--- config.mk ---
export PLATFORM = sky130hd
export DESIGN_NAME = clk_gate
export DESIGN_NICKNAME = d
export VERILOG_FILES = /design/src/core/clk_gate_pkg.sv /design/src/core/clk_gate.sv
export SDC_FILE = /design/constraint.sdc
export NUM_CORES = 1
export LEC_CHECK = 0
export ABC_AREA = 1
export BUFFER_PORTS_ARGS = -buffer_cell sky130_fd_sc_hd__buf_2
export CAP_MARGIN = 20
export CORE_MARGIN = 3
export CORE_UTILIZATION = 45
export DETAILED_ROUTE_END_ITERATION = 12
export MAX_ROUTING_LAYER = met4
export PLACE_DENSITY = 0.69
export SLEW_MARGIN = 20
export SYNTH_ARGS = -nofsm -noshare
export SYNTH_HDL_FRONTEND = slang
export SYNTH_SLANG_ARGS = --single-unit
--- constraint.sdc ---
create_clock -name sys_clk -period 2.36 [get_ports sys_clk]
set_input_delay 0.472 -clock sys_clk [delete_from_list [all_inputs] [get_ports sys_clk]]
set_output_delay 0.472 -clock sys_clk [all_outputs]
set_load 0.01 [all_outputs]
--- src/core/clk_gate_pkg.sv ---
/*
 * constants for the divided-clock gating and wake-source register block:
 * register offsets, reset values, field positions and the unlock key.
 * assumes a 32-bit register port with 12-bit byte addresses.
 */
package clk_gate_pkg;
   localparam int ADDR_W = 12;
   localparam logic [11:0] OFF_MAIN_CTRL = 12'h000;
   localparam logic [11:0] OFF_CPU_SEL = 12'h004;
   localparam logic [11:0] OFF_HSB_SEL = 12'h008;
   localparam logic [11:0] OFF_PBA_SEL = 12'h00c;
   localparam logic [11:0] OFF_PBB_SEL = 12'h010;
   localparam logic [11:0] OFF_CPU_GATE = 12'h020;
   localparam logic [11:0] OFF_HSB_GATE = 12'h024;
   localparam logic [11:0] OFF_PBA_GATE = 12'h028;
   localparam logic [11:0] OFF_PBB_GATE = 12'h02c;
   localparam logic [11:0] OFF_DIV_GATE = 12'h040;
   localparam logic [11:0] OFF_CFD_CTRL = 12'h054;
   localparam logic [11:0] OFF_UNLOCK = 12'h058;
   localparam logic [11:0] OFF_IRQ_EN = 12'h0c0;
   localparam logic [11:0] OFF_IRQ_DIS = 12'h0c4;
   localparam logic [11:0] OFF_IRQ_MASK = 12'h0c8;
   localparam logic [11:0] OFF_IRQ_STAT = 12'h0cc;
   localparam logic [11:0] OFF_IRQ_CLR = 12'h0d0;
   localparam logic [11:0] OFF_GEN_STAT = 12'h0d4;
   localparam logic [11:0] OFF_PERIPHERAL_POWER_CONTROL = 12'h160;
   localparam logic [11:0] OFF_RST_SRC = 12'h180;
   localparam logic [11:0] OFF_WAKE_SRC = 12'h184;
   localparam logic [11:0] OFF_ASYNC_WAKE_ENABLE = 12'h188;
   localparam logic [11:0] OFF_CONFIG = 12'h3f8;
   localparam logic [11:0] OFF_VERSION = 12'h3fc;

   localparam logic [31:0] RST_ZERO = 32'h0000_0000;
   localparam logic [31:0] RST_CPU_GATE = 32'h0001_0001;
   localparam logic [31:0] RST_HSB_GATE = 32'h0000_007f;
   localparam logic [31:0] RST_PBA_GATE = 32'h0fff_ffff;
   localparam logic [31:0] RST_PBB_GATE = 32'h0000_000f;
   localparam logic [6:0] RST_DIV_GATE = 7'h7f;
   localparam logic [31:0] RST_GEN_STAT = 32'h0000_0020;
   localparam logic [31:0] RST_PERIPHERAL_POWER_CONTROL = 32'h0000_01fa;
   localparam logic [31:0] CONFIG_VAL = 32'h0000_0043;
   // arbitrary neutral version value
   localparam logic [31:0] VERSION_VAL = 32'h0000_0100;

   // unlock word: key in [31:24], protected register offset in [11:0]
   localparam logic [7:0] UNLOCK_KEY = 8'haa;
   localparam int KEY_LSB = 24;

   localparam int DIV_W = 7;
   localparam int WAKE_W = 18;
   localparam logic [17:0] WAKE_VALID = 18'h3_007f;

   // own interrupt events, bit positions in status/mask
   localparam int EV_LOCK_VIOL = 0;
   localparam int EV_WAKE = 1;
   localparam int EV_W = 2;
endpackage

--- src/core/clk_gate.sv ---
/*
 * divided-clock gate and wake-source register block with a simple
 * register port (read data one cycle after the read strobe) and one
 * level interrupt. assumes all inputs except wake_event_in and sleeping share sys_clk;
 * divided clocks are delivered as enables to the timer and serial units.
 */
`timescale 1ns/1ns
module clk_gate
   import clk_gate_pkg::*;
(
   input wire logic sys_clk,
   input wire logic rst,
   input wire logic [ADDR_W-1:0] addr,
   input wire logic [31:0] wdata,
   input wire logic wr,
   input wire logic rd,
   output logic [31:0] rdata,
   input wire logic [WAKE_W-1:0] wake_event_in,
   input wire logic sleeping,
   input wire logic clocks_allowed,
   output logic timer_div_clock_b,
   output logic timer_div_clock_c,
   output logic timer_div_clock_d,
   output logic timer_div_clock_e,
   output logic [3:0] serial_div_clock,
   output logic [DIV_W-1:0] div_clock_en,
   output logic irq
);
   logic [31:0] main_ctrl_q, cpu_sel_q, pba_sel_q, pbb_sel_q;
   logic [31:0] cpu_gate_q, hsb_gate_q, pba_gate_q, pbb_gate_q;
   logic [31:0] cfd_ctrl_q, peripheral_power_control_q, async_wake_enable_q;
   logic [DIV_W-1:0] div_gate_q;
   logic unlock_q;
   logic [11:0] unlock_off_q;
   logic [WAKE_W-1:0] wake_src_q;
   logic [WAKE_W-1:0] wake_s1_q, wake_s2_q;
   logic sleep_s1_q, sleep_s2_q;
   logic [EV_W-1:0] irq_mask_q, irq_stat_q, ev_set;
   logic [DIV_W:0] div_cnt_q;
   logic [DIV_W-1:0] div_en_q;
   logic [DIV_W-1:0] div_pulse;

   function automatic logic hit(input logic [ADDR_W-1:0] a, input logic [11:0] off);
      return a == off;
   endfunction

   // write lands on address only if strobe set
   logic wr_div, wr_unlock, gate_ok;
   assign wr_div = wr && hit(addr, OFF_DIV_GATE);
   assign wr_unlock = wr && hit(addr, OFF_UNLOCK);
   assign gate_ok = unlock_q && unlock_off_q == OFF_DIV_GATE;

   // the unlock is single-use: any other write in between cancels it
   always_ff @(posedge sys_clk) begin
      if (rst) begin
         unlock_q <= 1'b0;
         unlock_off_q <= 12'h000;
      end else if (wr_unlock) begin
         unlock_q <= wdata[31:KEY_LSB] == UNLOCK_KEY;
         unlock_off_q <= wdata[11:0];
      end else if (wr) begin
         unlock_q <= 1'b0;
      end
   end

   always_ff @(posedge sys_clk) begin
      if (rst) begin
         div_gate_q <= RST_DIV_GATE;
      end else if (wr_div && gate_ok) begin
         div_gate_q <= wdata[DIV_W-1:0];
      end
   end

   // general read/write registers; they only store for software
   always_ff @(posedge sys_clk) begin
      if (rst) begin
         main_ctrl_q <= RST_ZERO;
         cpu_sel_q <= RST_ZERO;
         pba_sel_q <= RST_ZERO;
         pbb_sel_q <= RST_ZERO;
         cpu_gate_q <= RST_CPU_GATE;
         hsb_gate_q <= RST_HSB_GATE;
         pba_gate_q <= RST_PBA_GATE;
         pbb_gate_q <= RST_PBB_GATE;
         cfd_ctrl_q <= RST_ZERO;
         peripheral_power_control_q <= RST_PERIPHERAL_POWER_CONTROL;
         async_wake_enable_q <= RST_ZERO;
      end else if (wr) begin
         if (hit(addr, OFF_MAIN_CTRL)) begin
            main_ctrl_q <= wdata;
         end
         if (hit(addr, OFF_CPU_SEL)) begin
            cpu_sel_q <= wdata;
         end
         if (hit(addr, OFF_PBA_SEL)) begin
            pba_sel_q <= wdata;
         end
         if (hit(addr, OFF_PBB_SEL)) begin
            pbb_sel_q <= wdata;
         end
         if (hit(addr, OFF_CPU_GATE)) begin
            cpu_gate_q <= wdata;
         end
         if (hit(addr, OFF_HSB_GATE)) begin
            hsb_gate_q <= wdata;
         end
         if (hit(addr, OFF_PBA_GATE)) begin
            pba_gate_q <= wdata;
         end
         if (hit(addr, OFF_PBB_GATE)) begin
            pbb_gate_q <= wdata;
         end
         if (hit(addr, OFF_CFD_CTRL)) begin
            cfd_ctrl_q <= wdata;
         end
         if (hit(addr, OFF_PERIPHERAL_POWER_CONTROL)) begin
            peripheral_power_control_q <= wdata;
         end
         if (hit(addr, OFF_ASYNC_WAKE_ENABLE)) begin
            async_wake_enable_q <= wdata;
         end
      end
   end

   // free-running divider; bit n toggles at sys_clk / 2^(n+1)
   always_ff @(posedge sys_clk) begin
      if (rst) begin
         div_cnt_q <= '0;
      end else begin
         div_cnt_q <= div_cnt_q + 1'b1;
      end
   end

   // one-cycle enable per divided period, gated by the mask and power mode
   genvar n;
   generate
      for (n = 0; n < DIV_W; n++) begin : g_div
         assign div_pulse[n] = &div_cnt_q[n:0];
      end
   endgenerate

   always_ff @(posedge sys_clk) begin
      if (rst) begin
         div_en_q <= '0;
      end else begin
         div_en_q <= div_pulse & div_gate_q & {DIV_W{clocks_allowed}};
      end
   end

   always_ff @(posedge sys_clk) begin
      if (rst) begin
         timer_div_clock_b <= 1'b0;
         timer_div_clock_c <= 1'b0;
         timer_div_clock_d <= 1'b0;
         timer_div_clock_e <= 1'b0;
         serial_div_clock <= 4'h0;
         div_clock_en <= '0;
      end else begin
         timer_div_clock_b <= div_en_q[0];
         timer_div_clock_c <= div_en_q[2];
         timer_div_clock_d <= div_en_q[4];
         timer_div_clock_e <= div_en_q[6];
         serial_div_clock <= {4{div_en_q[2]}};
         div_clock_en <= div_en_q;
      end
   end

   // wake events and sleep state come from the always-on domain
   always_ff @(posedge sys_clk) begin
      if (rst) begin
         wake_s1_q <= '0;
         wake_s2_q <= '0;
         sleep_s1_q <= 1'b0;
         sleep_s2_q <= 1'b0;
      end else begin
         wake_s1_q <= wake_event_in;
         wake_s2_q <= wake_s1_q;
         sleep_s1_q <= sleeping;
         sleep_s2_q <= sleep_s1_q;
      end
   end

   // latest wake source only: a new wake replaces the old record
   logic wake_hit;
   assign wake_hit = sleep_s2_q && |(wake_s2_q & WAKE_VALID);
   always_ff @(posedge sys_clk) begin
      if (rst) begin
         wake_src_q <= '0;
      end else if (wake_hit) begin
         wake_src_q <= wake_s2_q & WAKE_VALID;
      end
   end

   assign ev_set[EV_LOCK_VIOL] = wr_div && !gate_ok;
   assign ev_set[EV_WAKE] = wake_hit;

   always_ff @(posedge sys_clk) begin
      if (rst) begin
         irq_mask_q <= '0;
      end else if (wr && hit(addr, OFF_IRQ_EN)) begin
         irq_mask_q <= irq_mask_q | wdata[EV_W-1:0];
      end else if (wr && hit(addr, OFF_IRQ_DIS)) begin
         irq_mask_q <= irq_mask_q & ~wdata[EV_W-1:0];
      end
   end

   // a set arriving with a clear wins so no event is lost
   always_ff @(posedge sys_clk) begin
      if (rst) begin
         irq_stat_q <= '0;
      end else if (wr && hit(addr, OFF_IRQ_CLR)) begin
         irq_stat_q <= (irq_stat_q & ~wdata[EV_W-1:0]) | ev_set;
      end else begin
         irq_stat_q <= irq_stat_q | ev_set;
      end
   end

   always_ff @(posedge sys_clk) begin
      if (rst) begin
         irq <= 1'b0;
      end else begin
         irq <= |((irq_stat_q | ev_set) & irq_mask_q);
      end
   end

   logic [31:0] rd_mux;
   always_comb begin
      rd_mux = 32'h0000_0000;
      unique case (addr)
         OFF_MAIN_CTRL: rd_mux = main_ctrl_q;
         OFF_CPU_SEL: rd_mux = cpu_sel_q;
         OFF_HSB_SEL: rd_mux = cpu_sel_q;
         OFF_PBA_SEL: rd_mux = pba_sel_q;
         OFF_PBB_SEL: rd_mux = pbb_sel_q;
         OFF_CPU_GATE: rd_mux = cpu_gate_q;
         OFF_HSB_GATE: rd_mux = hsb_gate_q;
         OFF_PBA_GATE: rd_mux = pba_gate_q;
         OFF_PBB_GATE: rd_mux = pbb_gate_q;
         OFF_DIV_GATE: rd_mux = {25'h000_0000, div_gate_q};
         OFF_CFD_CTRL: rd_mux = cfd_ctrl_q;
         OFF_IRQ_MASK: rd_mux = {30'h0000_0000, irq_mask_q};
         OFF_IRQ_STAT: rd_mux = {30'h0000_0000, irq_stat_q};
         OFF_GEN_STAT: rd_mux = RST_GEN_STAT;
         OFF_PERIPHERAL_POWER_CONTROL: rd_mux = peripheral_power_control_q;
         OFF_WAKE_SRC: rd_mux = {14'h0000, wake_src_q};
         OFF_ASYNC_WAKE_ENABLE: rd_mux = async_wake_enable_q;
         OFF_CONFIG: rd_mux = CONFIG_VAL;
         OFF_VERSION: rd_mux = VERSION_VAL;
         default: rd_mux = 32'h0000_0000;
      endcase
   end

   // read data stands only in the cycle after the strobe
   always_ff @(posedge sys_clk) begin
      if (rst) begin
         rdata <= 32'h0000_0000;
      end else if (rd) begin
         rdata <= rd_mux;
      end else begin
         rdata <= 32'h0000_0000;
      end
   end
endmodule

# After elaboration in Yosys (flattened, before gate mapping)
# Index checks and enable logic that the tools add are counted.
# op_classes
bitwise_logic	10
eq_ne	24
reduce_logical	34
addsub	1
muxes	6
# ops
cell	n
32-bit one-hot mux with 18 select lines	1
12-bit by 8-bit == test with 1-bit output (second input constant)	6
12-bit by 6-bit == test with 1-bit output (second input constant)	4
12-bit by 7-bit == test with 1-bit output (second input constant)	4
12-bit by 9-bit == test with 1-bit output (second input constant)	3
12-bit by 10-bit == test with 1-bit output (second input constant)	2
12-bit by 4-bit == test with 1-bit output (second input constant)	2
2-bit AND reduction	12
7-bit AND	2
12-bit by 3-bit == test with 1-bit output (second input constant)	1
12-bit by 5-bit == test with 1-bit output (second input constant)	1
12-bit logical NOT	1
1-bit logical AND	9
9-bit OR reduction	1
8-bit by 1-bit adder with 8-bit output (second input constant)	1
8-bit == test (second input constant)	1
7-bit AND reduction	1
2-bit AND	3
2-bit two-way mux	3
2-bit bitwise OR	3
6-bit AND reduction	1
2-bit OR reduction	3
5-bit AND reduction	1
4-bit AND reduction	1
6 further kinds	8
# word_totals
in_bits	68
elab_cells	106
regBits	483
output_inout_bits	48

# Longest topological paths before layout
# logic_depth
word_depth	7
depth_mapped	13

# Worst setup path before layout
# OpenSTA, ideal clock, no wires.
# synth_path
kind	input-to-reg
startpoint	input addr[11]
endpoint	register cpu_sel_q[13]
setup_ns	0.146
required_time_ns	2.214
setup_slack_ns	0.610
path_stages	7
path_buffers	1
arrival_time_ns	1.604
cell_sequence	nor2_2 nand2_4 inv_4 nand2_4 nor3_4 buf_2 a211oi_2
# synth_between
elab_chain_cells	2
# synth_rtl
item	line_no	rtl
start, declared	clk_gate.sv:13	input wire logic [ADDR_W-1:0] addr,
12-bit by 3-bit == test with 1-bit output	clk_gate.sv:44	return a == off;
2-bit AND reduction (no line)	--	
end signal, assigned	clk_gate.sv:93	cpu_sel_q <= wdata;
end, declared	clk_gate.sv:29	logic [31:0] main_ctrl_q, cpu_sel_q, pba_sel_q, pbb_sel_q;
# Every way passes these cells.
# A chain may end at the register's enable or synchronous reset.

# Worst setup path in the final report
# layout_path
startpoint	input addr[1]
endpoint	register rdata[12]
# layout_between
elab_chain_cells	3
# layout_rtl
item	line_no	rtl
12-bit by 3-bit == test with 1-bit output / 12-bit by 4-bit == test with 1-bit output (equally long branches)	clk_gate.sv:229	unique case (addr)
2-bit OR reduction (no line)	--	
32-bit one-hot mux with 18 select lines (*)	clk_gate.sv:229	
end signal, assigned	clk_gate.sv:258	rdata <= rd_mux;
end, declared	clk_gate.sv:17	output logic [31:0] rdata,
# Mark *: on every way between the ends. The rest lies on a longest branch, timed or not.

==> impl_results.md <==
- Slowest-stage cell, CP: o21bai_1
- Layout cell share with drive strength beyond 1: 13.2%
- Leading area contributor after synthesis: dfxtp_1
- Mean Syn Cell Area: 7.45 sq um
- DP Wirelength: 39.1 mm
- Critical Path Sink: rdata[12]
- Largest net degree at the start of global routing: 164
- # DRC: 0
- Area Growth Syn to Fin: 14.8%
- Min Hold Slack: 0.0957 ns
- CTS Sinks: 459
- Final min period: 1.84 ns
- Startpoint types: primary input
- Seq/Total Area, Yosys: 47.8%
- Simple-gate area share of the yosys netlist: 23.2%
- Synth async-reset ratio: 0%
- RSZ-0062 raised after global routing: false
- Gpl congestion: 0.962
- TritonCTS clock tree: done
- Worst Skew: 0.0102 ns
- Post-CTS Hold Buffers: 0
- Critical path fanouts, max: 7
- Die height: 213 um
- Multiplexer share of the synthesized area: 0%
- Global-route wire length before repair: 93.6 mm
- Number of flops mapped to enable cells by yosys: 0
- Setup_tns: 0 ns
- CTS resizes: 0
- Detailed Routing Iterations Pass 1: 8
- Crit-path cells: buf_2, inv_1, nand2_1, nor2_1, buf_4, nand3_1, nand2_1, nor2_1, nand3_1, o21bai_1, nor2_1
- DIE AREA: 45200 sq um
- Nets: 2728
- Fin. max-slew vios: 0
- Mean routed wirelength per cell: 18.9 um
- Worst stage delay on the critical path: 0.41 ns
- Initial antenna violation count: 2
- CP required: 2.80 ns
- PD cells: 703 nW/um^2
- Synth Area in Compound Gates: 19.3%
- CORE AREA: 42000 sq um
- Num CTS Buffers: 46
- CP Launch Point: addr[1]
- Pwr Total: 0.0155 W
- Syn_nets: 2648
- Adder and majority gate portion of the synthesized area: 0.195%
- GR Overflow Total: 0
- Xor/xnor share of the synthesized area: 0.0456%
- Hold_sp: wake_event_in[0]
- Total wire length: 61.0 mm
- Fillcell total: 4046
- Worst setup EP type: flop
- Status: complete, no violations
- Worst Reg-to-Reg Cells: 6
- Distinct cells, synth: 35
- I/O pins: 116
- Syn Inst Count: 2577
- Worst-path clk slew: 0.06 ns
- Worst-Skew Late Latency: 0.58 ns
- Via count: 17600
- Synth top area share: 47.8%
- Worst-Margin Slew: 0.945 ns
- R2r startpoint: wake_s2_q[1]
- Leakage: 9.39 nW
- Area contributors post-synth: dfxtp_1 (48%), nand2_1 (9.9%), nor2_1 (6.5%)
- Largest family of logic cells by synthesized area: simple AND/OR/NAND/NOR gates
- Number of synthesis warnings: 0
- Max clock buf depth: 3
- Maximum vdd drop: 0.556 mV
- Row cnt: 75
- Initial core utilization: 45.7%
- Post-Syn Area: 19200 sq um
- Critical path's most frequent cell: nor2_1
- R2r endpoint: wake_src_q[2]
- Type of the most critical hold path: in2reg
- Crit share post-route: 77.9%
- Setup-failing EPs final: 0
- Worst Path Arrival: 2.28 ns
- Worst reg-to-reg setup slack: 0.73 ns
- Die width: 213 um
- Htree depth: 2
- Most used DFF post-synth: dfxtp_1
- Critical path type: in2reg
- GRT Total Usage: 27.5%
- Yosys reg bits: 459
- Postcts setup bufs: 0
- Worst rel slew slack: 37.0%
- Final ANT Viol Nets: 0
- Vias in the first global route: 16600
- Peak Freq: 544 MHz
- Port bufs: 106
- Root Driver: clkbuf_16
- Max-cap viol count: 0
- Via/cell ratio: 5.46
- Final hold vios: 0
- DR iter-0 viols: 1796
[worst max-delay path, delay by kind of cell]
kind | cells | cell delay (ns)
compound gates | 1 | 0.41
buf+inv | 3 | 0.36
simple gates | 7 | 1.03
[metal layers]
metal,wire length (um),share of wire [%],track usage [%],up-vias
met3,5620,9.2,6.26,161
met1,26200,43,35.4,8156
met5,0,0,-,-
met4,2520,4.1,11.3,0
li1,-,-,-,8575
met2,26700,44,42.0,736
[report_power, final]
group	switching (W)	total (W)	leakage, nW	internal [W]
logic	0.000435	0.000563	4.98	0.000128
clock network	0.00300	0.00714	0.706	0.00413
registers	0.0000155	0.00779	3.70	0.00778
[logic make-up (layout without fill, tap and decap cells)]
logic type	Yosys count	after routing
adders and majority gates	3	3
other	0	2
AOI/OAI and AO/OA	631	631
buffers and inverters	430	542
DFF	459	459
xor gates and xnor gates	1	1
and+or+nand+nor	1053	1053
[cell usage in the layout, fill, tap and decap left out, drive strengths merged]
cell type	n
nand2	518
dfxtp	459
nor2	354
inv	256
o21ai	249
a21oi	232
buf	202
nand3	120
a211oi	93
clkbuf	73
o211ai	55
nand4	42
nor3	10
clkinv	9
nor4	4
ha	3
diode	2
o21bai	2
and3	2
nor3b	2
bufinv	2
xnor2	1
nand3b	1
[how the worst min path moves through the flow]
stage                      endpoint  depth (start not counted)  slack, ns
floorplan           div_clock_en[0]                          2       0.39
global placement       wake_s2_q[2]                          2       0.39
detailed placement     wake_s2_q[0]                          2       0.40
CTS                    wake_s1_q[0]                          3       0.07
global route             sleep_s1_q                          3       0.09
finish                 wake_s1_q[0]                          3        0.1
[synth_stat cells (42+ instances only)]
cell	instances
a211oi_1	58
a21oi_1	232
buf_2	52
clkbuf_1	84
dfxtp_1	459
inv_1	238
nand2_1	505
nand3_1	119
nand4_1	42
nor2_1	333
o211ai_1	55
o21ai_0	229
[metrics by stage]
| stage | instance area, sq um | utilization (%) | setup WS, ns | std cells |
|---|---|---|---|---|
| 2_1_floorplan | 19200 | - | 0.610 | 2577 |
| 3_3_place_gp | 20600 | 48.9 | 0.0570 | 3147 |
| 3_5_place_dp | 20600 | 48.9 | 0.0432 | 3147 |
| 4_1_cts | 22000 | 52.4 | 0.648 | 3227 |
| 5_1_grt | 22000 | 52.4 | 0.481 | 3230 |
| 6_report | 22000 | 52.4 | 0.522 | 3230 |
[state kept, by name (all words and copies together), names as in the netlist, 9 cells and up, named ones only]
register / count
wake_s2_q: 9
hsb_gate_q: 32
pbb_sel_q: 32
cpu_sel_q: 32
unlock_off_q: 12
wake_src_q: 9
pba_gate_q: 32
cpu_gate_q: 32
async_wake_enable_q: 32
wake_s1_q: 9
peripheral_power_control_q: 32
pbb_gate_q: 32
cfd_ctrl_q: 32
main_ctrl_q: 32
pba_sel_q: 32
rdata: 32
[layout make-up]
class | instances | area [sq um] | area share [%]
diodes | 2 | 5.00 | 0.0227
clock buffers | 73 | 1350 | 6.14
clock inverters | 7 | 88.8 | 0.403
inverters | 260 | 983 | 4.46
multi-input cells | 1688 | 8210 | 37.3
flip-flops and latches | 459 | 9190 | 41.7
well taps | 539 | 674 | 3.06
repair buffers | 202 | 1540 | 6.99
Power figures use the tool's default switching activity.
